**src/pkg/dcrc_map.svh**
```systemverilog
// register map of the channel range configuration bank
// assumes an 8-bit register port of the SPI slave front end
// ============================================================
// Notes on behaviour
// - bit 7 enables channel 0 sink, resets 1
// - output enable bits active low, reset 0
// - enables 5,4,3,2,1,0 at bits 5,4,3,2,1,0; bit6 reserved
// - channel 0 mode 00 source, 01 sink, 10 both
// - scaling six bits in 7:2, reset zero
// - channel 1 mode 01/10/11, resets 10
// - channel 2 mode bit 0, bit 1 reserved
// - channel 3 mode bit 0, bit 1 reserved
// - channel 4 mode bit 0, bit 1 reserved
// - channel 1 range resets 0x02, others 0x00
// - enable register at 0x14, resets 0x80
`ifndef DCRC_MAP_SVH
`define DCRC_MAP_SVH
`define DCRC_ADDR_ENABLES    8'h14
`define DCRC_ADDR_RANGE0     8'h15
`define DCRC_ADDR_RANGE1     8'h16
`define DCRC_ADDR_RANGE2     8'h17
`define DCRC_ADDR_RANGE3     8'h18
`define DCRC_ADDR_RANGE4     8'h19
`define DCRC_RST_ENABLES     8'h80
`define DCRC_RST_RANGE0      8'h00
`define DCRC_RST_RANGE1      8'h02
`define DCRC_RST_RANGE_N     8'h00
`define DCRC_MASK_ENABLES    8'hBF
`define DCRC_MASK_RANGE_WIDE 8'hFF
`define DCRC_MASK_RANGE_BIT  8'hFD
`define DCRC_POS_SINK        7
`define DCRC_SCALE_LSB       2
`endif

```
**src/pkg/dcrc_pkg.sv**
```systemverilog
// types of the channel range configuration bank
// assumes dcrc_map.svh supplies the numbers
package dcrc_pkg;
   typedef logic [7:0] dcrc_byte_t;
   typedef logic [5:0] dcrc_scale_t;
   typedef enum logic [1:0] {
      DCRC_CH0_SOURCE, DCRC_CH0_SINK, DCRC_CH0_BOTH, DCRC_CH0_UNDEF
   } dcrc_chan0_range_select_t;
   typedef enum logic [1:0] {
      DCRC_CH1_UNDEF, DCRC_CH1_LOW_HEAD, DCRC_CH1_LOW_NOISE, DCRC_CH1_WIDE
   } dcrc_chan1_range_select_t;
endpackage : dcrc_pkg

```
**src/logic/dcrc_regs.sv**
```systemverilog
// channel enable and output range registers, 0x14 to 0x19
// assumes the SPI front end gives one-cycle write strobes and a byte address
`include "dcrc_map.svh"
module dcrc_regs
   import dcrc_pkg::*;
(
   // clock and reset
   input  wire logic           clk,
   input  wire logic           sys_rst,
   // register port
   input  wire logic [7:0]     reg_addr,
   input  wire logic           reg_wr,
   input  wire logic [7:0]     reg_wdata,
   output      logic [7:0]     reg_rdata,
   output      logic           reg_hit,
   // channel controls
   output      logic           chan0_sink_generator_on,
   output      logic [5:0]     chan_output_on_n,
   output      dcrc_chan0_range_select_t chan0_range_select,
   output      dcrc_chan1_range_select_t chan1_range_select,
   output      logic [2:0]     chan_range_select_bit,
   output      logic [29:0]    chan_range_scale
);
   // ============================================================
   // storage
   dcrc_byte_t enables;
   dcrc_byte_t ranges [5];

   function automatic logic [7:0] dcrc_mask(input logic [2:0] idx);
      dcrc_mask = (idx < 3'd2) ? `DCRC_MASK_RANGE_WIDE : `DCRC_MASK_RANGE_BIT;
   endfunction : dcrc_mask

   // ============================================================
   // decode
   wire        hit_en   = (reg_addr == `DCRC_ADDR_ENABLES);
   wire        hit_rng  = (reg_addr >= `DCRC_ADDR_RANGE0) && (reg_addr <= `DCRC_ADDR_RANGE4);
   wire [7:0]  rel      = reg_addr - `DCRC_ADDR_RANGE0;
   wire [2:0]  rng_idx  = rel[2:0];
   // reserved bits drop on write so they always read zero
   wire [7:0]  wr_en_v  = reg_wdata & `DCRC_MASK_ENABLES;
   wire [7:0]  wr_rng_v = reg_wdata & dcrc_mask(rng_idx);
   wire [7:0]  rd_v     = hit_en ? enables : (hit_rng ? ranges[rng_idx] : 8'h00);

   // ============================================================
   // write strikes and stored reserved bits
   wire        wr_enables  = reg_wr && hit_en;
   wire        wr_range0   = reg_wr && (reg_addr == `DCRC_ADDR_RANGE0);
   wire        wr_range1   = reg_wr && (reg_addr == `DCRC_ADDR_RANGE1);
   wire        wr_range2   = reg_wr && (reg_addr == `DCRC_ADDR_RANGE2);
   wire        wr_range3   = reg_wr && (reg_addr == `DCRC_ADDR_RANGE3);
   wire        wr_range4   = reg_wr && (reg_addr == `DCRC_ADDR_RANGE4);
   // kept visible so the checks can prove reserved bits never store
   wire        res6_stored = enables[6];
   wire [2:0]  res1_stored = {ranges[4][1], ranges[3][1], ranges[2][1]};

   always_ff @(posedge clk) begin
      if (sys_rst) begin
         enables <= `DCRC_RST_ENABLES;
      end else if (reg_wr && hit_en) begin
         enables <= wr_en_v;
      end
   end

   always_ff @(posedge clk) begin
      if (sys_rst) begin
         ranges[0] <= `DCRC_RST_RANGE0;
      end else if (wr_range0) begin
         ranges[0] <= wr_rng_v;
      end
   end

   always_ff @(posedge clk) begin
      if (sys_rst) begin
         ranges[1] <= `DCRC_RST_RANGE1;
      end else if (wr_range1) begin
         ranges[1] <= wr_rng_v;
      end
   end

   always_ff @(posedge clk) begin
      if (sys_rst) begin
         ranges[2] <= `DCRC_RST_RANGE_N;
      end else if (wr_range2) begin
         ranges[2] <= wr_rng_v;
      end
   end

   always_ff @(posedge clk) begin
      if (sys_rst) begin
         ranges[3] <= `DCRC_RST_RANGE_N;
      end else if (wr_range3) begin
         ranges[3] <= wr_rng_v;
      end
   end

   always_ff @(posedge clk) begin
      if (sys_rst) begin
         ranges[4] <= `DCRC_RST_RANGE_N;
      end else if (wr_range4) begin
         ranges[4] <= wr_rng_v;
      end
   end

   // ============================================================
   // registered outputs
   always_ff @(posedge clk) begin
      if (sys_rst) begin
         reg_rdata <= 8'h00;
         reg_hit   <= 1'b0;
      end else begin
         reg_rdata <= rd_v;
         reg_hit   <= hit_en | hit_rng;
      end
   end

   // control outputs track storage one cycle later
   always_ff @(posedge clk) begin
      if (sys_rst) begin
         chan0_sink_generator_on <= 1'b1;
         chan_output_on_n        <= 6'h00;
         chan0_range_select      <= DCRC_CH0_SOURCE;
         chan1_range_select      <= DCRC_CH1_LOW_NOISE;
         chan_range_select_bit   <= 3'h0;
         chan_range_scale        <= 30'h0000_0000;
      end else begin
         chan0_sink_generator_on <= enables[`DCRC_POS_SINK];
         chan_output_on_n        <= enables[5:0];
         chan0_range_select      <= dcrc_chan0_range_select_t'(ranges[0][1:0]);
         chan1_range_select      <= dcrc_chan1_range_select_t'(ranges[1][1:0]);
         chan_range_select_bit   <= {ranges[4][0], ranges[3][0], ranges[2][0]};
         chan_range_scale        <= {ranges[4][7:2], ranges[3][7:2], ranges[2][7:2],
                                     ranges[1][7:2], ranges[0][7:2]};
      end
   end

   // ============================================================
   // checks
   AST_SINK_RESET: assert property (@(posedge clk)
      $fell(sys_rst)
      |-> chan0_sink_generator_on)
      else $error("sink enable wrong after reset");

   AST_SINK_FOLLOW: assert property (@(posedge clk)
      disable iff (sys_rst)
      wr_enables
      |=> ##1 chan0_sink_generator_on == $past(reg_wdata[7], 2))
      else $error("sink enable does not follow write");

   AST_ON_N_RESET: assert property (@(posedge clk)
      $fell(sys_rst)
      |-> chan_output_on_n == 6'h00)
      else $error("output enables wrong after reset");

   AST_ON_N_FOLLOW: assert property (@(posedge clk)
      disable iff (sys_rst)
      wr_enables
      |=> ##1 chan_output_on_n == $past(reg_wdata[5:0], 2))
      else $error("output enables do not follow write");

   AST_RES6_ZERO: assert property (@(posedge clk)
      disable iff (sys_rst)
      reg_hit && $past(hit_en)
      |-> !reg_rdata[6])
      else $error("reserved bit 6 read nonzero");

   AST_RES6_STORE: assert property (@(posedge clk)
      disable iff (sys_rst)
      wr_enables && reg_wdata[6]
      |=> !res6_stored)
      else $error("reserved bit 6 stored");

   AST_CH4_BIT4: assert property (@(posedge clk)
      disable iff (sys_rst)
      wr_enables
      |=> ##1 chan_output_on_n[4] == $past(reg_wdata[4], 2))
      else $error("channel 4 enable not at bit 4");

   AST_CH0_BIT0: assert property (@(posedge clk)
      disable iff (sys_rst)
      wr_enables
      |=> ##1 chan_output_on_n[0] == $past(reg_wdata[0], 2))
      else $error("channel 0 enable not at bit 0");

   AST_CHAN0_RANGE_SELECT: assert property (@(posedge clk)
      disable iff (sys_rst)
      wr_range0
      |=> ##1 chan0_range_select == dcrc_chan0_range_select_t'($past(reg_wdata[1:0], 2)))
      else $error("channel 0 mode not stored");

   AST_CH0_RESET: assert property (@(posedge clk)
      $fell(sys_rst)
      |-> chan0_range_select == DCRC_CH0_SOURCE)
      else $error("channel 0 mode reset wrong");

   AST_SCALE0: assert property (@(posedge clk)
      disable iff (sys_rst)
      wr_range0
      |=> ##1 chan_range_scale[5:0] == $past(reg_wdata[7:2], 2))
      else $error("channel 0 scale not stored");

   AST_SCALE1: assert property (@(posedge clk)
      disable iff (sys_rst)
      wr_range1
      |=> ##1 chan_range_scale[11:6] == $past(reg_wdata[7:2], 2))
      else $error("channel 1 scale not stored");

   AST_SCALE2: assert property (@(posedge clk)
      disable iff (sys_rst)
      wr_range2
      |=> ##1 chan_range_scale[17:12] == $past(reg_wdata[7:2], 2))
      else $error("channel 2 scale not stored");

   AST_SCALE3: assert property (@(posedge clk)
      disable iff (sys_rst)
      wr_range3
      |=> ##1 chan_range_scale[23:18] == $past(reg_wdata[7:2], 2))
      else $error("channel 3 scale not stored");

   AST_SCALE4: assert property (@(posedge clk)
      disable iff (sys_rst)
      wr_range4
      |=> ##1 chan_range_scale[29:24] == $past(reg_wdata[7:2], 2))
      else $error("channel 4 scale not stored");

   AST_SCALE_RESET: assert property (@(posedge clk)
      $fell(sys_rst)
      |-> chan_range_scale == 30'h0000_0000 && chan_range_select_bit == 3'h0)
      else $error("scale or mode bits wrong after reset");

   AST_CHAN1_RANGE_SELECT: assert property (@(posedge clk)
      disable iff (sys_rst)
      wr_range1
      |=> ##1 chan1_range_select == dcrc_chan1_range_select_t'($past(reg_wdata[1:0], 2)))
      else $error("channel 1 mode not stored");

   AST_CH1_RESET: assert property (@(posedge clk)
      $fell(sys_rst)
      |-> chan1_range_select == DCRC_CH1_LOW_NOISE)
      else $error("channel 1 mode reset wrong");

   AST_BIT2: assert property (@(posedge clk)
      disable iff (sys_rst)
      wr_range2
      |=> ##1 chan_range_select_bit[0] == $past(reg_wdata[0], 2))
      else $error("channel 2 mode bit not stored");

   AST_BIT3: assert property (@(posedge clk)
      disable iff (sys_rst)
      wr_range3
      |=> ##1 chan_range_select_bit[1] == $past(reg_wdata[0], 2))
      else $error("channel 3 mode bit not stored");

   AST_BIT4: assert property (@(posedge clk)
      disable iff (sys_rst)
      wr_range4
      |=> ##1 chan_range_select_bit[2] == $past(reg_wdata[0], 2))
      else $error("channel 4 mode bit not stored");

   AST_RES1_ZERO: assert property (@(posedge clk)
      disable iff (sys_rst)
      reg_hit && $past(hit_rng) && $past(rng_idx) >= 3'd2
      |-> !reg_rdata[1])
      else $error("reserved bit 1 read nonzero");

   AST_RES1_STORE: assert property (@(posedge clk)
      disable iff (sys_rst)
      (wr_range2 || wr_range3 || wr_range4) && reg_wdata[1]
      |=> res1_stored == 3'h0)
      else $error("reserved bit 1 stored");

   AST_RANGE_RESET: assert property (@(posedge clk)
      $fell(sys_rst)
      |-> ranges[0] == `DCRC_RST_RANGE0 && ranges[1] == `DCRC_RST_RANGE1)
      else $error("range registers reset wrong");

   AST_EN_ADDR: assert property (@(posedge clk)
      disable iff (sys_rst)
      reg_addr == `DCRC_ADDR_ENABLES
      |=> reg_hit && reg_rdata == $past(enables))
      else $error("enable register readback wrong");

   AST_EN_RESET: assert property (@(posedge clk)
      $fell(sys_rst)
      |-> enables == `DCRC_RST_ENABLES)
      else $error("enable register reset wrong");

   AST_MISS_ZERO: assert property (@(posedge clk)
      disable iff (sys_rst)
      !hit_en && !hit_rng
      |=> !reg_hit && reg_rdata == 8'h00)
      else $error("unmapped address answered");

   AST_HIT_RANGE: assert property (@(posedge clk)
      disable iff (sys_rst)
      hit_rng
      |=> reg_hit)
      else $error("range address not answered");

   AST_OLD_ON_WRITE: assert property (@(posedge clk)
      disable iff (sys_rst)
      wr_range1 && reg_wdata != ranges[1]
      |=> reg_rdata == $past(ranges[1]))
      else $error("read during write not old value");

   // ============================================================
   // coverage
   COV_EN_WRITE:  cover property (@(posedge clk) reg_wr && hit_en);
   COV_CH0_SINK:  cover property (@(posedge clk) chan0_range_select == DCRC_CH0_SINK);
   COV_CH1_WIDE:  cover property (@(posedge clk) chan1_range_select == DCRC_CH1_WIDE);
   COV_MISS_READ: cover property (@(posedge clk) !reg_hit && !sys_rst);
   COV_BITS_SET:  cover property (@(posedge clk) chan_range_select_bit == 3'h7);
endmodule : dcrc_regs

```
**config.mk**
```make
export PLATFORM = sky130hd
export DESIGN_NAME = dcrc_regs
export DESIGN_NICKNAME = d
export VERILOG_FILES = /design/src/pkg/dcrc_pkg.sv /design/src/logic/dcrc_regs.sv
export VERILOG_INCLUDE_DIRS = /design/src /design/src/pkg
export SDC_FILE = /design/constraint.sdc
export NUM_CORES = 1
export LEC_CHECK = 0
export BUFFER_PORTS_ARGS = -buffer_cell sky130_fd_sc_hd__clkbuf_2
export CAP_MARGIN = 25
export CORE_AREA = 2 2 84 86
export CTS_CLUSTER_DIAMETER = 50
export DETAILED_ROUTE_END_ITERATION = 8
export DIE_AREA = 0 0 86 88
export PLACE_DENSITY = 0.81
export RECOVER_POWER = 25
export SYNTH_ARGS = -nofsm -noshare
export SYNTH_HDL_FRONTEND = slang
export SYNTH_SLANG_ARGS = --single-unit
```
**constraint.sdc**
```tcl
create_clock -name clk -period 3.5 [get_ports clk]
set_input_delay 0.7 -clock clk [delete_from_list [all_inputs] [get_ports clk]]
set_output_delay 0.7 -clock clk [all_outputs]
set_load 0.01 [all_outputs]
```
==> reports/qor.txt <==
DRT Pass-1 Iters: 4
Antenna-violating nets left: 0
Startpoint Class: primary input
Clk Latency, worst-skew pair: 0.36 ns
Die X: 86 um
Root cell of the clock tree: clkbuf_8
Crit-path slowest cell: clkbuf_1
Crit. End Element: flop
Pwr dens: 507.4 nW/um^2
Design Area, Final: 4334 sq um
#FFs+latches synth: 100
# resized after CTS: 0
Dpl hpwl: 4.891 mm
Worst slew margin: -24.16%
FF-to-FF Start: ranges[3][7]
Ratio of cells with drive above 1 in the final layout: 22.66%
Wirelength, routed: 6.915 mm
Largest net degree at the start of global routing: 42
Max rail drop VDD: 223.4 uV
WHS: 0.4834 ns
Leak pwr: 1.750 nW
Synth cell types: 42
Hold Startpoint: enables[5]
# IOs: 72
Hold buffer count at CTS: 0
Via density: 5.242
Port bufs: 71
Levels on crit path: 4
Tcrit/Tclk final: 75.90%
Cells on worst reg2reg path: 4
Worst Skew: 0.007868 ns
Setup-failing EPs final: 0
Row count: 30
Worst Path Required: 3.74 ns
RSZ-0062 raised after global routing: false
RD Place Congestion: 0.7915
Initial Utilization: 56.44%
WL/cell: 15.97 um
Largest delay contributor family on the critical path: buffers and inverters
Max Cap Viol: 1
CTS Buffer Depth: 2
Clock sinks: 100
Hold depth: 1
Net count after synthesis: 301
Cells after Synth: 278
Failing checks: capacitance limit, slew limit
Vias in the first global route: 2,138
Area of placed instances: 4151 sq um
GRT Residual Overflow: 0
P&R area growth vs syn: 15.58%
Sequential area share after synthesis: 64.06%
Final Hold Fails: 0
Ys Warns: 0
DIE AREA: 7568 sq um
Status: complete, but fails checks
CP peak stage delay: 1.31 ns
Core area: 6644 sq um
Critical Path, Cell by Cell: clkbuf_1 -> nor2_1 -> and3_1 -> o2bb2ai_1
Drc violations: 0
Max FO, Critical Path: 41
Avg Cell Area, Syn: 13.49 sq um
Die Y: 88 um
Post-CTS Setup Repair Bufs: 0
Kind of critical path: in -> reg
H-tree Lvls: 3
CTS buffer count: 9
Setup TNS: 0 ns
Number of inserted diodes: 0
Minimum clock period: 2.657 ns
Worst Path Buf+Inv: 1
Clock transition at path regs: 0.10 ns
CTS tree: done
GR Util All Layers: 19.17%
Drt initial violations: 141
Tightest Pin Transition: 1.862 ns
Critical path arrival: 2.90 ns
Antenna violations before repair: 0
Hold WC Path Type: reg -> reg
First-pass GRT wire length: 10.51 mm
Critical path origin: sys_rst
Nets: 371
Count of pins over their slew limit: 42
Fmax: 376.4 MHz
Cell Area, Synth: 3750 sq um
DR vias: 2,270
Final-layout fill cell count: 522
-- state kept, by name, indices dropped and copies added (netlist names) --
register                 cells
reg_rdata                    8
reg_hit                      1
chan0_range_select           2
chan0_sink_generator_on      1
chan_range_select_bit        3
chan_range_scale            30
enables                      7
chan1_range_select           2
ranges                      40
chan_output_on_n             6
-- placed cells by master, fill, tap and decap left out, drive strengths merged, types with 3 or more instances in the layout --
master | synthesis | routed
and2 | 36 | 36
and3 | 5 | 5
clkbuf | 8 | 81
clkinv | 0 | 3
dfxtp | 60 | 60
edfxtp | 40 | 40
ha | 4 | 4
inv | 2 | 3
mux2i | 13 | 13
mux4 | 8 | 8
nand2 | 4 | 4
nand2b | 3 | 3
nor2 | 10 | 10
nor2b | 45 | 45
o2bb2ai | 6 | 6
or2 | 3 | 3
-- final cells by class --
class | count | area (sq um) | share of cell area [%]
Clock buffer | 10 | 148.9 | 3.435
Inverter | 2 | 7.507 | 0.1732
Tap cell | 80 | 100.1 | 2.309
Timing Repair Buffer | 73 | 335.3 | 7.737
Multi-Input combinational cell | 162 | 1271 | 29.33
Sequential cell | 100 | 2402 | 55.43
Clock inverter | 6 | 68.82 | 1.588
-- synth_stat cells (all sizes together) --
cell type	n	share of area, %
or2b	1	0.20
o211ai	1	0.20
o22ai	2	0.33
mux4	8	4.8
nand4	1	0.17
nand2b	3	0.50
mux2	1	0.30
nor4	2	0.90
dfxtp	60	32
ha	4	1.3
a21o	2	0.40
o2bb2ai	6	1.4
a21oi	1	0.13
or4b	1	0.37
o21a	1	0.20
buf	6	1.0
nor2b	45	7.5
and2	36	6.0
or2	3	0.50
nor3b	1	0.20
nand3	1	0.13
nor4b	2	0.63
clkbuf	8	0.83
xor2	1	0.43
o21ai	2	0.27
a41o	1	0.27
or3	1	0.30
nor3	2	0.27
inv	2	0.20
edfxtp	40	32
mux2i	13	3.5
nor2	10	1.2
a211o	1	0.23
nand2	4	0.40
and3	5	0.83
-- final timing paths --
kind,slack (ns),endpoint
max,0.84,reg_rdata[0]
min,0.48,reg_rdata[5]
max reg2reg,1.97,reg_rdata[7]
min reg2reg,0.48,reg_rdata[5]
-- power breakdown --
group	internal (mW)	leakage, nW	switching (mW)	total [mW]
clock	0.377	0.108	0.388	0.765
sequential	1.26	0.874	0.0178	1.27
combinational	0.0681	0.768	0.0923	0.160
-- metrics by stage --
step	setup WS (ns)	std cells	util (%)	power (mW)
floorplan	0.9757	278	-	1.397
global placement	0.8296	417	62.49	1.461
detailed placement	0.7665	417	62.49	1.466
CTS	1.146	433	65.76	2.218
global route	0.6848	433	65.24	2.275
finish	0.8435	433	65.24	2.199
-- cell families after synthesis --
family,count (synthesis),synth area share [%]
buffers and inverters,16,2.035
AND/OR/NAND/NOR,118,20.12
XOR/XNOR,1,0.4339
multiplexers,22,8.575
flip-flops,100,64.06
adder cells (fa/ha/maj),4,1.335
AO/OA/AOI/OAI,17,3.437
-- per-layer routing --
metal | part of all wire, % | vias to the layer above | GRT usage (%)
met2 | 52 | 80 | 33.40
met1 | 40 | 1074 | 22.28
li1 | - | 1101 | -
met4 | 3.0 | 0 | 9.957
met5 | 0 | - | 0
met3 | 5.1 | 15 | 4.241
Note: power is estimated with default switching activity, not from simulation.
